--- config.mk ---
export PLATFORM = sky130hd
export DESIGN_NAME = tfp_modulator
export DESIGN_NICKNAME = d
export VERILOG_FILES = /design/src/tfp_pkg.sv /design/src/tfp_modulator.sv /design/src/tfp_phase.sv /design/src/tfp_prescale.sv
export SDC_FILE = /design/constraint.sdc
export NUM_CORES = 1
export LEC_CHECK = 0
export ABC_AREA = 1
export BUFFER_PORTS_ARGS = -buffer_cell sky130_fd_sc_hd__buf_2
export CORE_ASPECT_RATIO = 1.1
export CORE_UTILIZATION = 45
export DETAILED_ROUTE_END_ITERATION = 10
export PLACE_DENSITY = 0.7
export SYNTH_ARGS = -nofsm -noshare
export SYNTH_HDL_FRONTEND = slang
export SYNTH_SLANG_ARGS = --single-unit
export TNS_END_PERCENT = 100
--- constraint.sdc ---
create_clock -name aclk -period 0.8 [get_ports aclk]
set_clock_uncertainty 0.05 [all_clocks]
set_input_delay 0.08 -clock aclk [delete_from_list [all_inputs] [get_ports aclk]]
set_output_delay 0.08 -clock aclk [all_outputs]
set_load 0.05 [all_outputs]
--- src/tfp_pkg.sv ---
// shared constants of the two-phase feedback modulator
package tfp_pkg;
  localparam int ADDR_W = 8;
  localparam logic [7:0] CTRL_OFFSET = 8'h00;
  localparam logic [7:0] CLOCK_OFFSET = 8'h04;
  localparam logic [7:0] PHASE1_OFFSET = 8'h08;
  localparam logic [7:0] PHASE2_OFFSET = 8'h0C;
  localparam logic [7:0] STATUS_OFFSET = 8'h10;
  // control register fields
  localparam int FIRST_EN_BIT = 0;
  localparam int SECOND_EN_BIT = 1;
  localparam int CASC_LSB = 2;
  localparam int BLANK1_BIT = 4;
  localparam int BLANK2_BIT = 5;
  // clock register fields
  localparam int PERIOD_LSB = 0;
  localparam int PRESCALE_LSB = 5;
  // phase register fields
  localparam int DELAY_LSB = 0;
  localparam int TERM1_BIT = 5;
  localparam int TERM2_BIT = 6;
  // status register fields
  localparam int STAT_CNT_LSB = 0;
  localparam int STAT_DRIVE_LSB = 5;
  localparam int STAT_ARMED_BIT = 7;
  // values after reset
  localparam logic [5:0] CTRL_RESET = 6'h00;
  localparam logic [6:0] CLOCK_RESET = 7'h00;
  localparam logic [6:0] PHASE_RESET = 7'h00;
  localparam logic [4:0] COUNT_MAX = 5'h1F;
  localparam logic [1:0] RESP_OKAY = 2'h0;
  localparam logic [1:0] RESP_SLVERR = 2'h2;
  typedef enum logic [1:0] {
    TFP_OWN0 = 2'b00,
    TFP_OWN1 = 2'b01,
    TFP_SLAVE = 2'b10,
    TFP_MASTER = 2'b11
  } tfp_casc_type;
endpackage : tfp_pkg

--- src/tfp_modulator.sv ---
// two-phase feedback modulator with cascade link and register slave
// Functional notes
// the modulator runs whenever either phase enable is set and stops when both are clear.
// software makes the pins of the two phase outputs outputs in the port direction register.
// software sets both phase enables before using complementary mode.
// the modulator clock is the system clock divided by two to the prescale select value.
// as own master or cascade master the counter resets after reaching the period count.
// software programs a nonzero period count, giving at most half the system clock rate.
// as slave the counter is reset by the pulse received on the cascade pin.
// a slave's period count should be at least the master's.
// an enabled phase output goes active when the counter equals its delay count.
// an active phase output stays active until enabled feedback or shutdown ends it.
// feedback ends the active period asynchronously, without clock sampling.
// per phase, termination enables choose which of the two comparators may end it.
// with no termination enabled the phase output stays active for the whole period.
// with blanking on, comparators are ignored for half a clock after the output rises.
// the cascade field selects own master, slave receiving, or master driving resets.
// the counter holds zero while both enables are clear, and in a slave until the first pulse.
// delay zero starts one modulator clock after the cascade pulse falls, each count adds one; a slave acts on it two aclk late, through its synchronizer.
//
// Decided for this implementation: the AXI4-Lite interface to the registers and the register addresses.
`timescale 1ns/1ps
module tfp_modulator
  import tfp_pkg::*;
(
  input wire logic aclk,
  input wire logic aresetn,
  input wire logic [ADDR_W-1:0] s_axi_awaddr,
  input wire logic s_axi_awvalid,
  output logic s_axi_awready,
  input wire logic [31:0] s_axi_wdata,
  input wire logic [3:0] s_axi_wstrb,
  input wire logic s_axi_wvalid,
  output logic s_axi_wready,
  output logic [1:0] s_axi_bresp,
  output logic s_axi_bvalid,
  input wire logic s_axi_bready,
  input wire logic [ADDR_W-1:0] s_axi_araddr,
  input wire logic s_axi_arvalid,
  output logic s_axi_arready,
  output logic [31:0] s_axi_rdata,
  output logic [1:0] s_axi_rresp,
  output logic s_axi_rvalid,
  input wire logic s_axi_rready,
  input wire logic comparator_1,
  input wire logic comparator_2,
  input wire logic cascade_in,
  output logic cascade_out,
  output logic cascade_oe,
  output logic first_drive_output,
  output logic second_drive_output
);
  logic [5:0] ctrl_r;
  logic [6:0] clock_r;
  logic [6:0] phase_r [2];
  logic [4:0] cnt_r;
  logic [4:0] cnt_nxt;
  logic armed_r;
  logic casc_meta_r;
  logic casc_sync_r;
  logic sync_out_r;
  logic sync_oe_r;
  logic tick;
  logic [1:0] drive;
  logic [ADDR_W-1:0] awaddr_r;
  logic [31:0] wdata_r;
  logic wstrb0_r;
  logic aw_held_r;
  logic w_held_r;
  logic awready_r;
  logic wready_r;
  logic bvalid_r;
  logic [1:0] bresp_r;
  logic arready_r;
  logic rvalid_r;
  logic [31:0] rdata_r;
  logic [1:0] rresp_r;

  // configuration fields
  wire logic first_output_enable = ctrl_r[FIRST_EN_BIT];
  wire logic second_output_enable = ctrl_r[SECOND_EN_BIT];
  wire logic [1:0] enables = {second_output_enable, first_output_enable};
  wire logic [1:0] blanking_enable = {ctrl_r[BLANK2_BIT], ctrl_r[BLANK1_BIT]};
  wire tfp_casc_type casc_mode = tfp_casc_type'(ctrl_r[CASC_LSB +: 2]);
  wire logic [4:0] period = clock_r[PERIOD_LSB +: 5];
  wire logic [1:0] clock_prescale_select = clock_r[PRESCALE_LSB +: 2];
  wire logic run = |enables;
  wire logic is_slave = (casc_mode == TFP_SLAVE);
  wire logic is_master = (casc_mode == TFP_MASTER);
  wire logic wrap = (cnt_r >= period);
  wire logic [4:0] cnt_inc = (cnt_r == COUNT_MAX) ? COUNT_MAX : cnt_r + 5'h1;

  tfp_prescale u_prescale (
    .aclk(aclk),
    .aresetn(aresetn),
    .run(run),
    .sel(clock_prescale_select),
    .tick(tick)
  );

  // counter next value by mode
  always_comb begin
    if (!run) begin
      cnt_nxt = 5'h0;
    end else if (is_slave) begin
      if (casc_sync_r) begin
        cnt_nxt = 5'h0;
      end else if (!armed_r) begin
        cnt_nxt = 5'h0;
      end else begin
        cnt_nxt = cnt_inc;
      end
    end else begin
      cnt_nxt = wrap ? 5'h0 : cnt_r + 5'h1;
    end
  end

  always_ff @(posedge aclk) begin
    if (!aresetn) begin
      cnt_r <= 5'h0;
    end else if (tick || !run) begin
      cnt_r <= cnt_nxt;
    end
  end

  // cascade input crosses from the pin through two flops
  always_ff @(posedge aclk) begin
    if (!aresetn) begin
      casc_meta_r <= 1'b0;
      casc_sync_r <= 1'b0;
    end else begin
      casc_meta_r <= cascade_in;
      casc_sync_r <= casc_meta_r;
    end
  end

  always_ff @(posedge aclk) begin
    if (!aresetn || !run || !is_slave) begin
      armed_r <= 1'b0;
    end else if (tick && casc_sync_r) begin
      armed_r <= 1'b1;
    end
  end

  // master pulse covers the last slot, so delay zero rises one slot after its fall
  always_ff @(posedge aclk) begin
    if (!aresetn || !run || !is_master) begin
      sync_out_r <= 1'b0;
    end else if (tick) begin
      sync_out_r <= (cnt_nxt == period);
    end
  end

  always_ff @(posedge aclk) begin
    if (!aresetn) begin
      sync_oe_r <= 1'b0;
    end else begin
      sync_oe_r <= is_master;
    end
  end

  genvar gi;
  generate
    for (gi = 0; gi < 2; gi++) begin : g_phase
      wire logic [4:0] output_delay_count = phase_r[gi][DELAY_LSB +: 5];
      wire logic [1:0] comparator_termination_enable =
          {phase_r[gi][TERM2_BIT], phase_r[gi][TERM1_BIT]};
      // slave outputs stay quiet until the first cascade pulse
      wire logic start = tick && (cnt_r == output_delay_count)
          && (!is_slave || armed_r);
      tfp_phase u_phase (
        .aclk(aclk),
        .aresetn(aresetn),
        .enable(enables[gi]),
        .start(start),
        .blank_en(blanking_enable[gi]),
        .term_en(comparator_termination_enable),
        .comp({comparator_2, comparator_1}),
        .drive(drive[gi])
      );
    end
  endgenerate

  assign first_drive_output = drive[0];
  assign second_drive_output = drive[1];
  assign cascade_out = sync_out_r;
  assign cascade_oe = sync_oe_r;

  // register slave: address and data are taken in either order
  wire logic aw_fire = s_axi_awvalid && awready_r;
  wire logic w_fire = s_axi_wvalid && wready_r;
  wire logic do_write = aw_held_r && w_held_r && !bvalid_r;
  wire logic wr_ctrl = (awaddr_r == CTRL_OFFSET);
  wire logic wr_clock = (awaddr_r == CLOCK_OFFSET);
  wire logic wr_ph1 = (awaddr_r == PHASE1_OFFSET);
  wire logic wr_ph2 = (awaddr_r == PHASE2_OFFSET);
  wire logic wr_hit = wr_ctrl || wr_clock || wr_ph1 || wr_ph2 || (awaddr_r == STATUS_OFFSET);
  wire logic ar_fire = s_axi_arvalid && arready_r;
  wire logic [7:0] status_word = {armed_r, drive, cnt_r};
  wire logic rd_hit = (s_axi_araddr == CTRL_OFFSET) || (s_axi_araddr == CLOCK_OFFSET)
      || (s_axi_araddr == PHASE1_OFFSET) || (s_axi_araddr == PHASE2_OFFSET)
      || (s_axi_araddr == STATUS_OFFSET);
  wire logic [31:0] rd_mux =
      (s_axi_araddr == CTRL_OFFSET) ? {26'h0, ctrl_r} :
      (s_axi_araddr == CLOCK_OFFSET) ? {25'h0, clock_r} :
      (s_axi_araddr == PHASE1_OFFSET) ? {25'h0, phase_r[0]} :
      (s_axi_araddr == PHASE2_OFFSET) ? {25'h0, phase_r[1]} :
      (s_axi_araddr == STATUS_OFFSET) ? {24'h0, status_word} : 32'h0;

  always_ff @(posedge aclk) begin
    if (!aresetn) begin
      aw_held_r <= 1'b0;
      w_held_r <= 1'b0;
      awaddr_r <= '0;
      wdata_r <= 32'h0;
      wstrb0_r <= 1'b0;
    end else begin
      if (aw_fire) begin
        aw_held_r <= 1'b1;
        awaddr_r <= s_axi_awaddr;
      end else if (do_write) begin
        aw_held_r <= 1'b0;
      end
      if (w_fire) begin
        w_held_r <= 1'b1;
        wdata_r <= s_axi_wdata;
        wstrb0_r <= s_axi_wstrb[0];
      end else if (do_write) begin
        w_held_r <= 1'b0;
      end
    end
  end

  always_ff @(posedge aclk) begin
    if (!aresetn) begin
      awready_r <= 1'b0;
      wready_r <= 1'b0;
    end else begin
      awready_r <= !aw_held_r && !aw_fire && !do_write;
      wready_r <= !w_held_r && !w_fire && !do_write;
    end
  end

  // all fields sit in the low byte lane; status is read only
  always_ff @(posedge aclk) begin
    if (!aresetn) begin
      ctrl_r <= CTRL_RESET;
      clock_r <= CLOCK_RESET;
      phase_r[0] <= PHASE_RESET;
      phase_r[1] <= PHASE_RESET;
    end else if (do_write && wstrb0_r) begin
      if (wr_ctrl) begin
        ctrl_r <= wdata_r[5:0];
      end
      if (wr_clock) begin
        clock_r <= wdata_r[6:0];
      end
      if (wr_ph1) begin
        phase_r[0] <= wdata_r[6:0];
      end
      if (wr_ph2) begin
        phase_r[1] <= wdata_r[6:0];
      end
    end
  end

  always_ff @(posedge aclk) begin
    if (!aresetn) begin
      bvalid_r <= 1'b0;
      bresp_r <= RESP_OKAY;
    end else if (do_write) begin
      bvalid_r <= 1'b1;
      bresp_r <= wr_hit ? RESP_OKAY : RESP_SLVERR;
    end else if (s_axi_bready) begin
      bvalid_r <= 1'b0;
    end
  end

  always_ff @(posedge aclk) begin
    if (!aresetn) begin
      arready_r <= 1'b0;
      rvalid_r <= 1'b0;
      rdata_r <= 32'h0;
      rresp_r <= RESP_OKAY;
    end else begin
      arready_r <= !rvalid_r && !ar_fire;
      if (ar_fire) begin
        rvalid_r <= 1'b1;
        rdata_r <= rd_mux;
        rresp_r <= rd_hit ? RESP_OKAY : RESP_SLVERR;
      end else if (s_axi_rready) begin
        rvalid_r <= 1'b0;
      end
    end
  end

  assign s_axi_awready = awready_r;
  assign s_axi_wready = wready_r;
  assign s_axi_bvalid = bvalid_r;
  assign s_axi_bresp = bresp_r;
  assign s_axi_arready = arready_r;
  assign s_axi_rvalid = rvalid_r;
  assign s_axi_rdata = rdata_r;
  assign s_axi_rresp = rresp_r;

  a_idle_zero: assert property (@(posedge aclk) disable iff (!aresetn)
      !run |=> cnt_r == 5'h0)
    else $error("counter not held at zero while stopped");
  a_master_wrap: assert property (@(posedge aclk) disable iff (!aresetn)
      run && !is_slave && tick && cnt_r == period && $stable(ctrl_r) |=> cnt_r == 5'h0)
    else $error("counter did not wrap at the period count");
  a_master_count: assert property (@(posedge aclk) disable iff (!aresetn)
      run && !is_slave && tick && cnt_r < period |=> cnt_r == $past(cnt_r) + 5'h1)
    else $error("counter did not advance on tick");
  a_slave_reset: assert property (@(posedge aclk) disable iff (!aresetn)
      run && is_slave && tick && casc_sync_r |=> cnt_r == 5'h0 && armed_r)
    else $error("slave counter not reset by cascade pulse");
  a_slave_wait: assert property (@(posedge aclk) disable iff (!aresetn)
      is_slave && !armed_r && !casc_sync_r |=> cnt_r == 5'h0)
    else $error("slave counted before first cascade pulse");
  a_sync_drive: assert property (@(posedge aclk) disable iff (!aresetn)
      cascade_out |-> cascade_oe && $past(is_master))
    else $error("cascade pulse driven outside master mode");
  a_write_resp: assert property (@(posedge aclk) disable iff (!aresetn)
      do_write |=> s_axi_bvalid)
    else $error("write response missing after both halves"); // AXI4-Lite handshake, decided for this implementation
endmodule : tfp_modulator

--- src/tfp_phase.sv ---
// one phase output: clocked start, asynchronous feedback termination
`timescale 1ns/1ps
module tfp_phase
  import tfp_pkg::*;
(
  input wire logic aclk,
  input wire logic aresetn,
  input wire logic enable,
  input wire logic start,
  input wire logic blank_en,
  input wire logic [1:0] term_en,
  input wire logic [1:0] comp,
  output logic drive
);
  logic drive_r;
  logic tog_pos_r;
  logic tog_neg_r;
  // blank window runs from the setting rising edge to the next falling edge
  wire logic blank_on = tog_pos_r ^ tog_neg_r;
  wire logic fb_raw = |(term_en & comp);
  // comparator path is not sampled: a glitch on it ends the pulse too
  wire logic kill = fb_raw && !(blank_en && blank_on);

  assign drive = drive_r;

  always_ff @(posedge aclk or posedge kill) begin
    if (kill) begin
      drive_r <= 1'b0;
    end else if (!aresetn || !enable) begin
      drive_r <= 1'b0;
    end else if (start) begin
      drive_r <= 1'b1;
    end
  end

  always_ff @(posedge aclk) begin
    if (!aresetn) begin
      tog_pos_r <= 1'b0;
    end else if (enable && start) begin
      tog_pos_r <= ~tog_pos_r;
    end
  end

  always_ff @(negedge aclk) begin
    if (!aresetn) begin
      tog_neg_r <= 1'b0;
    end else begin
      tog_neg_r <= tog_pos_r;
    end
  end

  a_drive_disabled: assert property (@(posedge aclk) disable iff (!aresetn)
      !enable |=> !drive)
    else $error("phase output active while disabled");
  a_full_duty: assert property (@(posedge aclk) disable iff (!aresetn)
      enable && drive && term_en == 2'h0 && $stable(enable) |=> drive)
    else $error("phase output ended without feedback");
  a_start_sets: assert property (@(posedge aclk) disable iff (!aresetn)
      start && enable && term_en == 2'h0 |=> drive)
    else $error("phase output did not start on match");
  a_feedback_ends: assert property (@(posedge aclk) disable iff (!aresetn)
      fb_raw && !blank_en && !start |=> !drive)
    else $error("feedback did not end the phase output");
endmodule : tfp_phase

--- src/tfp_prescale.sv ---
// power-of-two divider producing the modulator clock tick
`timescale 1ns/1ps
module tfp_prescale
  import tfp_pkg::*;
(
  input wire logic aclk,
  input wire logic aresetn,
  input wire logic run,
  input wire logic [1:0] sel,
  output logic tick
);
  logic [2:0] div_r;
  logic [2:0] div_nxt;
  wire logic [2:0] div_last = 3'((4'h1 << sel) - 4'h1);

  assign tick = run && (div_r >= div_last);
  assign div_nxt = (!run || tick) ? 3'h0 : div_r + 3'h1;

  always_ff @(posedge aclk) begin
    if (!aresetn) begin
      div_r <= 3'h0;
    end else begin
      div_r <= div_nxt;
    end
  end

  // one tick every 2**sel clocks while running
  a_tick_spacing: assert property (@(posedge aclk) disable iff (!aresetn)
      tick && run && sel == 2'h3 && $stable(sel) |=> !tick [*7] ##1 (tick || !run || sel != 2'h3))
    else $error("prescaler tick spacing wrong for divide by eight");
endmodule : tfp_prescale
# After elaboration in Yosys (flattened, before gate mapping)
# Memory sizes are Yosys's and may differ from the RTL's.
# Index checks and enable logic that the tools add are counted.
# totals
regBits	91
ram_bits	14
input_bits	62
output_inout_bits	45
wordCells	161
mem_count	1
# memory_table
name	words	width	read_ports	rd_ports_with_merged_regs	wr	line	rtl
phase_r	2	7	2	0	2	tfp_modulator.sv:55	logic [6:0] phase_r [2];
# classes
add_sub_neg	3
order_cmp	2
eq_ne	14
shifts	1
mux	35
bitwise	9
reduce_logical	68
# ops
operator	count
two-way mux 8 bit	5
equality test 8 x 4 -> 1 bit (second input constant)	4
two-way mux 5 bit	6
logical AND 1 bit	23
two-way mux 1 bit	20
equality test 8 x 3 -> 1 bit (second input constant)	2
equality test 8 x 5 -> 1 bit (second input constant)	2
zero test 1 bit	16
zero test 8 bit	2
equality test 5 bit	3
logical OR 1 bit	15
two-way mux 7 bit	2
nonzero test 2 bit	6
OR reduction 2 bit	4
adder 5 x 1 -> 5 bit (second input constant)	1
equality test 5 bit (second input constant)	1
greater-or-equal comparator 5 bit	1
bitwise AND 2 bit	2
equality test 2 bit (second input constant)	2
two-way mux 2 bit	2
AND reduction 2 bit	2
adder 3 x 1 -> 3 bit (second input constant)	1
greater-or-equal comparator 3 bit	1
inverter 1 bit	3
other kinds (4)	6

# Logic depth before layout (Yosys ltp)
# Gate-level depths: netlist of the first run.
# depth
depth_word	8
mapped_depth	15
mapped_depth_nobuf	15

# Hierarchy
# Synthesis of the first run repeated with hierarchy kept, for this count alone.
# hier_totals
hier_cells	540
hier_area_um2	4043.9
# modules_own_cells
module	instances	cells_per_inst	area_per_inst_um2	seq_area_each_um2
tfp_modulator	1	470	3559.7	1541.5
tfp_phase	2	22	140.1	65.1
tfp_prescale	1	26	203.9	60.1

==> results by group, run 1 <==
Synth
  • FFs w/ async S/R, synth: 2.53%
  • Syn Area/Cell: 7.65 um2
  • Top post-synthesis cells by count: 99 x nand2_1, 63 x dfxtp_1, 63 x inv_1
  • Dominant combinational cell family by area after synthesis: simple AND/OR/NAND/NOR gates
  • Cells after Synth: 518
  • EDFF count, synth: 14
  • Seq/Total Area, Yosys: 43.7%
  • Total of warnings raised by yosys: 0
  • Area share of the largest cell type after synthesis: 31.8%
  • Simple-gate share of the synthesized area: 21.7%
  • Yosys reg bits: 79
  • Main flop type after synthesis: dfxtp_1
  • Cell Area, Synth: 3970 um2
  • Ranking of synthesized cells by area: dfxtp_1 32%, edfxtp_1 11%, nand2_1 9.4%
  • Area fraction in compound gates after synthesis: 15.9%
  • Proportion of synthesized area in mux cells: 0%
  • Post-synthesis cell type with the largest combined area: dfxtp_1
  • XOR/XNOR Fraction of Synth Area: 1.99%
  • Netlist cell types: 39
  • Most frequent cell after synthesis: nand2_1
  • Fraction of the mapped netlist area in adder cells: 3.79%

Worst setup path
  • Start-to-end type of the worst setup path: flop to flop
  • Required arrival time at the worst endpoint: 1010 ps
  • Arrival time of data at the critical path endpoint: 2090 ps
  • Critical path's largest stage delay: 380 ps
  • Kind of start point of the critical path: flop
  • Critical Path End Type: flop
  • Cell breakdown of the critical path: buf_4 -> xor2_1 -> a21oi_2 -> nand3_2 -> nor3_4 -> nand2_2 -> a211oi_2
  • Maximum net fanout on the critical path: 6
  • Cell type of the slowest stage on the worst timing path: dfxtp_4

Floorplanning
  • Die outline height: 100 um
  • Number of cell rows: 35
  • Boundary Pins: 107
  • Die outline area: 9190 um2
  • Initial cell density of the core: 46.9%
  • Floorplan die width: 91.5 um
  • Area of the placeable core: 8450 um2

Place
  • Final HPWL from detailed placement: 8940 um
  • Final GP Congestion: 0.990
  • Placed Instance Area: 5460 um2
  • Port buffer count: 52

Global routing
  • Global-route wire length before repair: 22200 um
  • Maximum number of pins on one net before global-route repair: 24
  • Number of global-route vias before repair: 4474
  • Global Route Usage Sum: 31.8%
  • Initial antenna violation count: 0
  • Overflow left after global routing: 0

Clock network
  • Clock edge transition at the registers on the reported setup and hold paths: 120 ps
  • Worst-skew pair later-pin latency: 440 ps
  • Clock buffer count from CTS: 9
  • Max clock buf depth: 2
  • Root Driver: clkbuf_8
  • Clock sink count: 79
  • Clock tree from TritonCTS: built
  • H-tree depth reported by CTS: 3

Routing
  • Detail Route Antenna Nets: 0
  • Average wire per cell in the routed design: 20.5 um
  • Via total after detailed routing: 4831
  • 1st-iter DRT viols: 346
  • Detailed-route DRC error count: 0
  • DR vias/cell: 5.62
  • Number of detailed-routing iterations run before antenna repair: 5
  • Detailed-route wire length: 17600 um

Status
  • Violations in the final reports: setup timing
  • Result of the run: finished, violations left

Cells and area
  • Fraction of final layout cells sized beyond drive strength 1: 63.8%
  • Multi-input logic area: 2800 um2
  • Summed area of non-filler cells in the final layout: 7220 um2
  • Number of fillers in the final layout: 394
  • Final net count: 817
  • Sequential cell area: 1810 um2
  • Antenna fix cells: 0
  • Area added between synthesis and finish: 82.1%

Power
  • PD cells: 1310 nW/um2
  • Worst IR drop on VDD: 0.00118 V
  • Leak pwr: 3.12 nW
  • Logic gate share of total power: 19.3%
  • Part of the power in registers: 45.6%
  • Sw Pwr: 3.31 mW
  • Sw Ratio: 35.1%
  • P_int: 6.12 mW
  • Clock share of power: 35.1%

STA
  • Total count of hold-check failures in the final report: 0
  • Max-slew violation count: 0
  • Number of endpoints failing setup at the final stage: 112
  • Min Tclk post-route: 1880 ps
  • Final period utilization: 235%
  • Achievable clock frequency: 0.532 GHz
  • Minimum setup slack in the final design: -1080 ps
  • Setup repair after global routing missed its margin: true
  • Final sum of negative setup slack: -59260 ps

Hold path
  • Min-Delay Path Class: input port to flop

Job
  • Max-cap check violation count: 0
## area by class of cell
class                   instances  area share (%)
well taps                     111            1.92
clock buffers                   9            1.72
multi-input cells             361            38.8
flip-flops and latches         79            25.1
repair buffers                222            27.1
inverters                      68            4.19
clock inverters                 9            1.13
## layout by cell type, fill, tap and decap left out, types with 6 or more instances in the layout
master         instances
a21oi_1                7
conb_1                26
inv_1                 34
nand2_4                7
inv_4                  7
inv_2                 23
o21ai_1               10
nor2_1                27
buf_6                 38
dlygate4sd3_1         21
edfxtp_1              14
nand4_1                8
nor2_2                10
nand3_1               11
buf_8                 19
nand2_1               60
clkbuf_8               9
nand2_2               31
a21oi_2               33
dfxtp_1               23
dfxtp_4               12
o21ai_2               28
o21ai_0                6
ha_4                   9
buf_2                 33
buf_4                108
dfxtp_2               28
nor2_4                21
## cell families after synthesis
| kind of cell | count (synthesis) |
|---|---|
| DFF | 79 |
| and+or+nand+nor | 197 |
| AOI/OAI and AO/OA | 114 |
| xor gates and xnor gates | 9 |
| buffers and inverters | 106 |
| adders and majority gates | 12 |
| other | 1 |
## path summary, 6_finish.rpt
check | from | endpoint | slack (ps) | cells past startpoint
worst max-delay path | cnt_r[2]$_SDFFE_PN0P_ | g_phase[0].u_phase.drive$_DFFE_PP0P_ | -1080 | 7
worst min-delay path | s_axi_awvalid | s_axi_awready$_SDFF_PN0_ | 40 | 4
worst min register to register | g_phase[1].u_phase.tog_pos_r$_SDFFE_PN0P_ | g_phase[1].u_phase.drive$_DFFE_PP0P_ | 290 | 3
max in group asynchronous | g_phase[1].u_phase.tog_neg_r$_SDFF_NN0_ | g_phase[1].u_phase.drive$_DFFE_PP0P_ | -140 | 3
min in group asynchronous | comparator_2 | g_phase[1].u_phase.drive$_DFFE_PP0P_ | 220 | 5
worst max register to register | cnt_r[2]$_SDFFE_PN0P_ | g_phase[0].u_phase.drive$_DFFE_PP0P_ | -1080 | 7
## worst max-delay path, delay by kind of cell, from the launching register on
kind	cells	cell delay, ps
AOI/OAI and AO/OA	2	500
xor gates and xnor gates	1	200
buffers and inverters	1	180
DFF	1	380
and+or+nand+nor	3	450
## registers in the layout, indices dropped and copies added, names as in the netlist, 2 cells and up
signal and cells:
wdata_r 7, g_phase.u_phase.drive 2, s_axi_rdata 8, awaddr_r 8, clock_r 7, g_phase.u_phase.tog_neg_r 2
phase_r 14, g_phase.u_phase.tog_pos_r 2, u_prescale.div_r 3, ctrl_r 6, cnt_r 5
## per-stage QoR
stage | worst slack [ps] | instances | power, mW | hold WS, ps | util [%]
6_report | -1080 | 859 | 9.42 | 37.0 | 85.4
5_1_grt | -1140 | 859 | 9.60 | 43.8 | 85.4
4_1_cts | -940 | 845 | 8.96 | 25.7 | 79.5
3_5_place_dp | -1040 | 789 | 5.60 | 23.1 | 64.5
3_3_place_gp | -997 | 789 | 5.57 | 22.8 | 64.5
2_1_floorplan | -816 | 543 | 5.24 | -126 | -
## per-layer routing
| metal | GRT usage, % | vias to the layer above | share of wire (%) |
|---|---|---|---|
| met2 | 57.8 | 332 | 52 |
| met4 | 17.9 | 0 | 6.9 |
| met1 | 35.7 | 2270 | 34 |
| met5 | 0 | - | 0 |
| met3 | 4.45 | 115 | 7.5 |
| li1 | - | 2114 | - |
## power groups by stage
stage | logic, mW | registers [mW] | clock network (mW)
2_1_floorplan | 0.775 | 4.44 | 0.0235
3_3_place_gp | 1.22 | 4.33 | 0.0235
3_5_place_dp | 1.24 | 4.33 | 0.0235
4_1_cts | 1.57 | 4.28 | 3.11
5_1_grt | 1.90 | 4.30 | 3.40
6_report | 1.82 | 4.29 | 3.31
## timing repair
action / 4_1_cts / 5_1_grt
gates resized for setup: 211 / 117
cloned: 3 / 0
endpoints found under the setup margin: 112 / 112
pin swaps: 56 / 55
buffers inserted: 23 / 25
hold buffers: 21 / 0
endpoints found under the hold margin: 21 / 0
No activity file was read; power rests on OpenSTA's default activity.
==> run 2, diff against run 1 <==
--- a/config.mk
+++ b/config.mk
@@ -10,7 +10,7 @@
 export CORE_ASPECT_RATIO = 1.1
 export CORE_UTILIZATION = 45
 export DETAILED_ROUTE_END_ITERATION = 10
-export PLACE_DENSITY = 0.7
+export PLACE_DENSITY = 0.73
 export SYNTH_ARGS = -nofsm -noshare
 export SYNTH_HDL_FRONTEND = slang
 export SYNTH_SLANG_ARGS = --single-unit
==> constraint.sdc (replaced) <==
create_clock -name aclk -period 1.6 [get_ports aclk]
set_clock_uncertainty 0.05 [all_clocks]
set_input_delay 0.16 -clock aclk [delete_from_list [all_inputs] [get_ports aclk]]
set_output_delay 0.16 -clock aclk [all_outputs]
set_load 0.05 [all_outputs]
==> run 2 against run 1 <==
Net effect:
- the run still ends with setup timing left
- final area decreased by 26%
- highest routed layer unchanged
- final cell count shrank 11%
- largest cell class unchanged
- clock power is 54% lower
- die area unchanged
- maximum frequency rose by 2.9%
- clock-buffer cell count did not move
- sequential power decreased by 51%
- global-route usage down 6.5 points
- flip-flop and latch count unchanged
- sequential share of layout area is 7.8 points higher
- routed wire length down 36%
- non-clock buffer count is 90 lower
==> results by group, run 2 (synthesis gave the netlist of run 1 again) <==
Worst setup path
  • Cell breakdown of the critical path: inv_2 -> ha_4 -> nand2_2 -> inv_1 -> nand2_2 -> nand2_1 -> nor2_2 -> nand2_1 -> nand2_1 -> nand2_1 -> nand2_1 -> nand2_1 -> nor2_1 -> nand3_2 -> a21oi_2
  • Maximum net fanout on the critical path: 3
  • Start-to-end type of the worst setup path: flop to flop
  • Arrival time of data at the critical path endpoint: 2080 ps
  • Critical Path End Type: flop
  • Required arrival time at the worst endpoint: 1860 ps
  • Cell type of the slowest stage on the worst timing path: dfxtp_2
  • Kind of start point of the critical path: flop
  • Critical path's largest stage delay: 340 ps
  • CP dominant cell by count: nand2_1

Power
  • Logic gate share of total power: 12.7%
  • Worst IR drop on VDD: 0.000830 V
  • Clock share of power: 36.4%
  • Power after layout: 4.17 mW
  • PD cells: 780 nW/um2
  • Sw Pwr: 1.31 mW
  • Sw Ratio: 31.5%
  • Part of the power in registers: 50.9%
  • Leak pwr: 2.45 nW
  • P_int: 2.86 mW

Floorplanning
  • Number of cell rows: 35
  • Die outline height: 100 um
  • Die outline area: 9190 um2
  • Area of the placeable core: 8450 um2
  • Floorplan die width: 91.5 um
  • Initial cell density of the core: 46.9%
  • Boundary Pins: 107

Hold path
  • Min-Delay Path Class: input port to flop

Cells and area
  • Largest register FFs: 14
  • Area added between synthesis and finish: 34.9%
  • Fraction of final layout cells sized beyond drive strength 1: 34.8%
  • Final net count: 724
  • Commonest non-fill, non-tap cells in the layout: 87 x nand2_1, 67 x buf_4, 56 x inv_1, 52 x buf_2
  • Reg with most FFs: phase_r
  • Antenna fix cells: 0
  • Most frequent standard cell in the layout excluding fill and tap cells: nand2_1

Global routing
  • Global-route wire length before repair: 17700 um
  • Initial antenna violation count: 0
  • Global Route Usage Sum: 25.2%
  • Overflow left after global routing: 0
  • Number of global-route vias before repair: 3745
  • Maximum number of pins on one net before global-route repair: 36

Clock network
  • Worst-skew pair later-pin latency: 400 ps
  • Clock edge transition at the registers on the reported setup and hold paths: 90 ps
  • Root Driver: clkbuf_8
  • Clock buffer count from CTS: 9
  • Clock sink count: 79
  • Max clock buf depth: 2
  • Clock tree from TritonCTS: built
  • H-tree depth reported by CTS: 3

Routing
  • 1st-iter DRT viols: 186
  • Via total after detailed routing: 3888
  • Average wire per cell in the routed design: 14.7 um
  • Number of detailed-routing iterations run before antenna repair: 5
  • Detailed-route DRC error count: 0
  • DR vias/cell: 5.08
  • Detailed-route wire length: 11300 um
  • Detail Route Antenna Nets: 0

STA
  • Max-slew violation count: 0
  • Total count of hold-check failures in the final report: 0
  • Min Tclk post-route: 1820 ps
  • Final period utilization: 114%
  • Setup repair after global routing missed its margin: true
  • Minimum setup slack in the final design: -224 ps
  • Achievable clock frequency: 0.548 GHz
  • Number of endpoints failing setup at the final stage: 14
  • Tightest hold margin: 19.9 ps

Place
  • Port buffer count: 52
  • Final GP Congestion: 0.926
  • Final HPWL from detailed placement: 8290 um

Job
  • Max-cap check violation count: 0

Status
  • Result of the run: finished, violations left
  • Violations in the final reports: setup timing
run 2: cell type report:
type / instances / area (um2)
clock buffers: 9 / 124
clock inverters: 9 / 81.3
fillers: 724 / 3100
inverters: 68 / 258
multi-input cells: 358 / 2090
flip-flops and latches: 79 / 1760
well taps: 111 / 139
repair buffers: 132 / 893
run 2: worst max-delay path: cells and delay by family, from the launching register on:
family | cells | cell delay [ps]
adder cells (fa/ha/maj) | 1 | 230
AND/OR/NAND/NOR | 11 | 930
flip-flops | 1 | 340
buffers and inverters | 2 | 100
AO/OA/AOI/OAI | 1 | 110
run 2: per-layer routing:
metal	wire (um)	share of wire (%)	track usage [%]
met1	4640	41	28.9
met2	5660	50	44.9
met5	0	0	0
met4	350	3.1	12.6
met3	650	5.8	4.90
run 2: power groups by stage:
stage               registers [mW]  clock network (mW)  logic [mW]
CTS                           2.12                1.54       0.517
global placement              2.16              0.0117       0.477
global route                  2.13                1.62       0.571
detailed placement            2.16              0.0117       0.483
finish                        2.12                1.52       0.529
floorplan                     2.21              0.0117       0.338
run 2: final timing paths:
kind,startpoint,endpoint,slack (ps),cells after the start
min in group asynchronous,g_phase[0].u_phase.tog_pos_r$_SDFFE_PN0P_,g_phase[0].u_phase.drive$_DFFE_PP0P_,260,3
worst min register to register,g_phase[0].u_phase.tog_pos_r$_SDFFE_PN0P_,g_phase[0].u_phase.drive$_DFFE_PP0P_,260,3
worst max-delay path,clock_r[4]$_SDFFE_PN0P_,cascade_out$_SDFFE_PP0N_,-220,15
max in group asynchronous,g_phase[1].u_phase.tog_neg_r$_SDFF_NN0_,g_phase[1].u_phase.drive$_DFFE_PP0P_,290,3
worst max register to register,clock_r[4]$_SDFFE_PN0P_,cascade_out$_SDFFE_PP0N_,-220,15
worst min-delay path,s_axi_awaddr[2],awaddr_r[2]$_SDFFE_PN0P_,20,3
run 2: through the flow:
step | std cells | instance area [um2] | setup TNS, ps | setup slack [ps] | utilization, %
global placement | 727 | 4770 | -1730 | -197 | 56.5
finish | 766 | 5350 | -1430 | -224 | 63.3
global route | 766 | 5350 | -2510 | -324 | 63.3
CTS | 765 | 5260 | -575 | -183 | 62.2
floorplan | 543 | 4200 | -36.1 | -15.6 | -
detailed placement | 727 | 4770 | -2640 | -215 | 56.5
run 2: what timing repair did:
item	4_1_cts	5_1_grt
setup endpoints to repair	36	52
resized for setup	28	26
pin swaps	21	22
setup buffers	9	2
endpoints found under the hold margin	12	0
hold buffers	13	0
==> run 3, diff against run 2 <==
--- a/config.mk
+++ b/config.mk
@@ -13,5 +13,6 @@
 export PLACE_DENSITY = 0.73
 export SYNTH_ARGS = -nofsm -noshare
 export SYNTH_HDL_FRONTEND = slang
+export SYNTH_HIERARCHICAL = 1
 export SYNTH_SLANG_ARGS = --single-unit
 export TNS_END_PERCENT = 100
==> run 3 against run 2 <==
Net effect:
- the flow still finishes with violations (setup timing)
- non-clock buffer count up 10
- routed wire length fell by 3.5%
- combinational power up 11%
- worst setup slack got worse by 160 ps
- die area rose by 1.9%
- power fell by 3.0%
- critical endpoint is now g_phase[0].u_phase/tog_pos_r$_SDFFE_PN0P_
- largest cell class unchanged
- highest routed layer unchanged
==> results by group, run 3 <==
Synth
  • FFs w/ async S/R, synth: 2.53%
  • EDFF count, synth: 14
  • Post-synthesis cell type with the largest combined area: dfxtp_1
  • Seq/Total Area, Yosys: 42.8%
  • Total of warnings raised by yosys: 6
  • Top post-synthesis cells by count: 104 x nand2_1, 73 x inv_1, 68 x nor2_1
  • Main flop type after synthesis: dfxtp_1
  • Area share of the largest cell type after synthesis: 31.2%
  • Syn Area/Cell: 7.49 um2
  • Netlist cell types: 40
  • Ranking of synthesized cells by area: dfxtp_1 31%, edfxtp_1 10%, nand2_1 9.7%
  • Most frequent cell after synthesis: nand2_1
  • Cells after Synth: 540
  • Yosys reg bits: 79
  • Cell Area, Synth: 4040 um2

Routing
  • DR vias/cell: 5.10
  • Average wire per cell in the routed design: 13.7 um
  • Detail Route Antenna Nets: 0
  • Via total after detailed routing: 4072
  • Detailed-route DRC error count: 0
  • Detailed-route wire length: 10900 um
  • Number of detailed-routing iterations run before antenna repair: 5
  • 1st-iter DRT viols: 204

STA
  • Pin slew with the least headroom to its limit: 563 ps
  • Worst slew margin: 62.4%
  • Max-slew violation count: 0
  • Number of endpoints failing setup at the final stage: 43
  • Total count of hold-check failures in the final report: 0
  • Setup repair after global routing missed its margin: true
  • Achievable clock frequency: 0.505 GHz
  • Tightest hold margin: 5.51 ps
  • Final sum of negative setup slack: -6370 ps
  • Min Tclk post-route: 1980 ps
  • Final period utilization: 124%
  • Minimum setup slack in the final design: -380 ps

Clock network
  • Worst-skew pair later-pin latency: 400 ps
  • Clock edge transition at the registers on the reported setup and hold paths: 80 ps
  • Clock sink count: 79
  • Clock buffer count from CTS: 9
  • Clock tree from TritonCTS: built
  • Root Driver: clkbuf_8
  • Max clock buf depth: 2
  • H-tree depth reported by CTS: 3

Place
  • Final HPWL from detailed placement: 8110 um
  • Placed Instance Area: 4930 um2
  • Worst slack after detailed placement: -469 ps
  • Final GP Congestion: 0.912
  • Cell Count Post-Placement: 758
  • Port buffer count: 52

Cells and area
  • Largest register FFs: 14
  • Final net count: 756
  • Most frequent standard cell in the layout excluding fill and tap cells: nand2_1
  • Post-layout utilization of the core: 65.2%
  • Summed area of non-filler cells in the final layout: 5570 um2
  • Non-filler cells in the finished layout: 798
  • Reg with most FFs: phase_r
  • Antenna fix cells: 0
  • Fraction of final layout cells sized beyond drive strength 1: 34.6%
  • Area added between synthesis and finish: 37.6%
  • Commonest non-fill, non-tap cells in the layout: 94 x nand2_1, 74 x buf_4, 67 x inv_1, 54 x nor2_1, 52 x buf_2

Power
  • Sw Ratio: 30.3%
  • Power after layout: 4.05 mW
  • Logic gate share of total power: 14.5%
  • Sw Pwr: 1.22 mW
  • Leak pwr: 2.54 nW
  • Clock share of power: 32.6%
  • Part of the power in registers: 52.8%
  • P_int: 2.82 mW
  • PD cells: 727 nW/um2
  • Worst IR drop on VDD: 0.000533 V

Worst setup path
  • Arrival time of data at the critical path endpoint: 2180 ps
  • Maximum net fanout on the critical path: 3
  • Required arrival time at the worst endpoint: 1800 ps
  • Critical Path End Type: flop
  • Cell type of the slowest stage on the worst timing path: dfxtp_2
  • Kind of start point of the critical path: flop
  • Cell breakdown of the critical path: or2_4 -> ha_4 -> inv_2 -> nand2_2 -> nand2_4 -> a21boi_4 -> buf_4 -> buf_6 -> o2111ai_4 -> nor2_4 -> nand3_2 -> nand2_1 -> nor2_1
  • Critical path's largest stage delay: 330 ps
  • Start-to-end type of the worst setup path: flop to flop

Global routing
  • Overflow left after global routing: 0
  • Number of global-route vias before repair: 3873
  • Global-route wire length before repair: 17700 um
  • Global Route Usage Sum: 24.4%
  • Initial antenna violation count: 0
  • Maximum number of pins on one net before global-route repair: 40

Floorplanning
  • Boundary Pins: 107
  • Die outline area: 9370 um2
  • Floorplan die width: 92.4 um
  • Area of the placeable core: 8540 um2
  • Initial cell density of the core: 47.4%
  • Number of cell rows: 35
  • Die outline height: 101 um

Hold path
  • Min-Delay Path Class: input port to flop

Job
  • Max-cap check violation count: 0

Status
  • Violations in the final reports: setup timing
  • Result of the run: finished, violations left
## run 3: changes by cell type after synthesis, sizes merged, moves of 4 or more
| cell | delta |
|---|---|
| a211oi | +4 |
| nor3 | -5 |
| nand3 | +8 |
| inv | +9 |
| o22ai | -4 |
| nor2 | +15 |
## run 3: kinds of logic after synthesis
| logic type | count (synthesis) | share of synthesized area, % |
|---|---|---|
| compound gates | 108 | 15.3 |
| fa+ha+maj | 12 | 3.71 |
| simple gates | 224 | 24.4 |
| other cells | 1 | 0.0927 |
| xor+xnor | 3 | 0.650 |
| flops | 79 | 42.8 |
| buf+inv | 113 | 13.1 |
## run 3: area by class of cell
cell class	count	area [um2]
clock buffers	11	131
clock inverters	7	42.5
fillers	704	2970
inverters	75	284
multi-input cells	373	2210
flip-flops and latches	79	1760
well taps	111	139
repair buffers	142	1000
## run 3: worst paths after layout
path	start	end	slack, ps	cells after the start
min	s_axi_awaddr[4]	awaddr_r[4]$_SDFFE_PN0P_	6	3
max	clock_r[6]$_SDFFE_PN0P_	g_phase[0].u_phase/tog_pos_r$_SDFFE_PN0P_	-380	13
max in group asynchronous	g_phase[1].u_phase/tog_neg_r$_SDFF_NN0_	g_phase[1].u_phase/drive$_DFFE_PP0P_	390	4
min in group asynchronous	g_phase[0].u_phase/tog_pos_r$_SDFFE_PN0P_	g_phase[0].u_phase/drive$_DFFE_PP0P_	190	3
min reg2reg	g_phase[0].u_phase/tog_pos_r$_SDFFE_PN0P_	g_phase[0].u_phase/drive$_DFFE_PP0P_	190	3
max reg2reg	clock_r[6]$_SDFFE_PN0P_	g_phase[0].u_phase/tog_pos_r$_SDFFE_PN0P_	-380	13
## run 3: metal layers
layer  track usage [%]  vias to the layer above  routed length [um]
li1                  -                     2007                   -
met1              27.0                     1863                4380
met2              43.6                      168                5380
met3              4.20                       34                 652
met4              14.9                        0                 495
met5                 0                        -                   0
## run 3: critical path: cells and delay by family, from the launching register on
| kind | cells | cell delay [ps] |
|---|---|---|
| buffers and inverters | 3 | 270 |
| AOI/OAI and AO/OA | 2 | 260 |
| adders and majority gates | 1 | 260 |
| and+or+nand+nor | 7 | 710 |
| DFF | 1 | 330 |
## run 3: repair_timing
| item | 4_1_cts | 5_1_grt |
|---|---|---|
| hold buffers | 7 | 0 |
| buffers inserted | 13 | 5 |
| endpoints found under the setup margin | 45 | 52 |
| pin swaps | 30 | 8 |
| gates resized for setup | 53 | 20 |
| endpoints found under the hold margin | 6 | 0 |
| gates cloned | 1 | 0 |
## run 3: power by group through the flow
stage	logic [mW]	registers, mW	clock network, mW
global placement	0.543	2.18	0.0156
detailed placement	0.553	2.18	0.0156
floorplan	0.376	2.24	0.0156
finish	0.589	2.14	1.32
global route	0.640	2.14	1.43
CTS	0.581	2.14	1.32
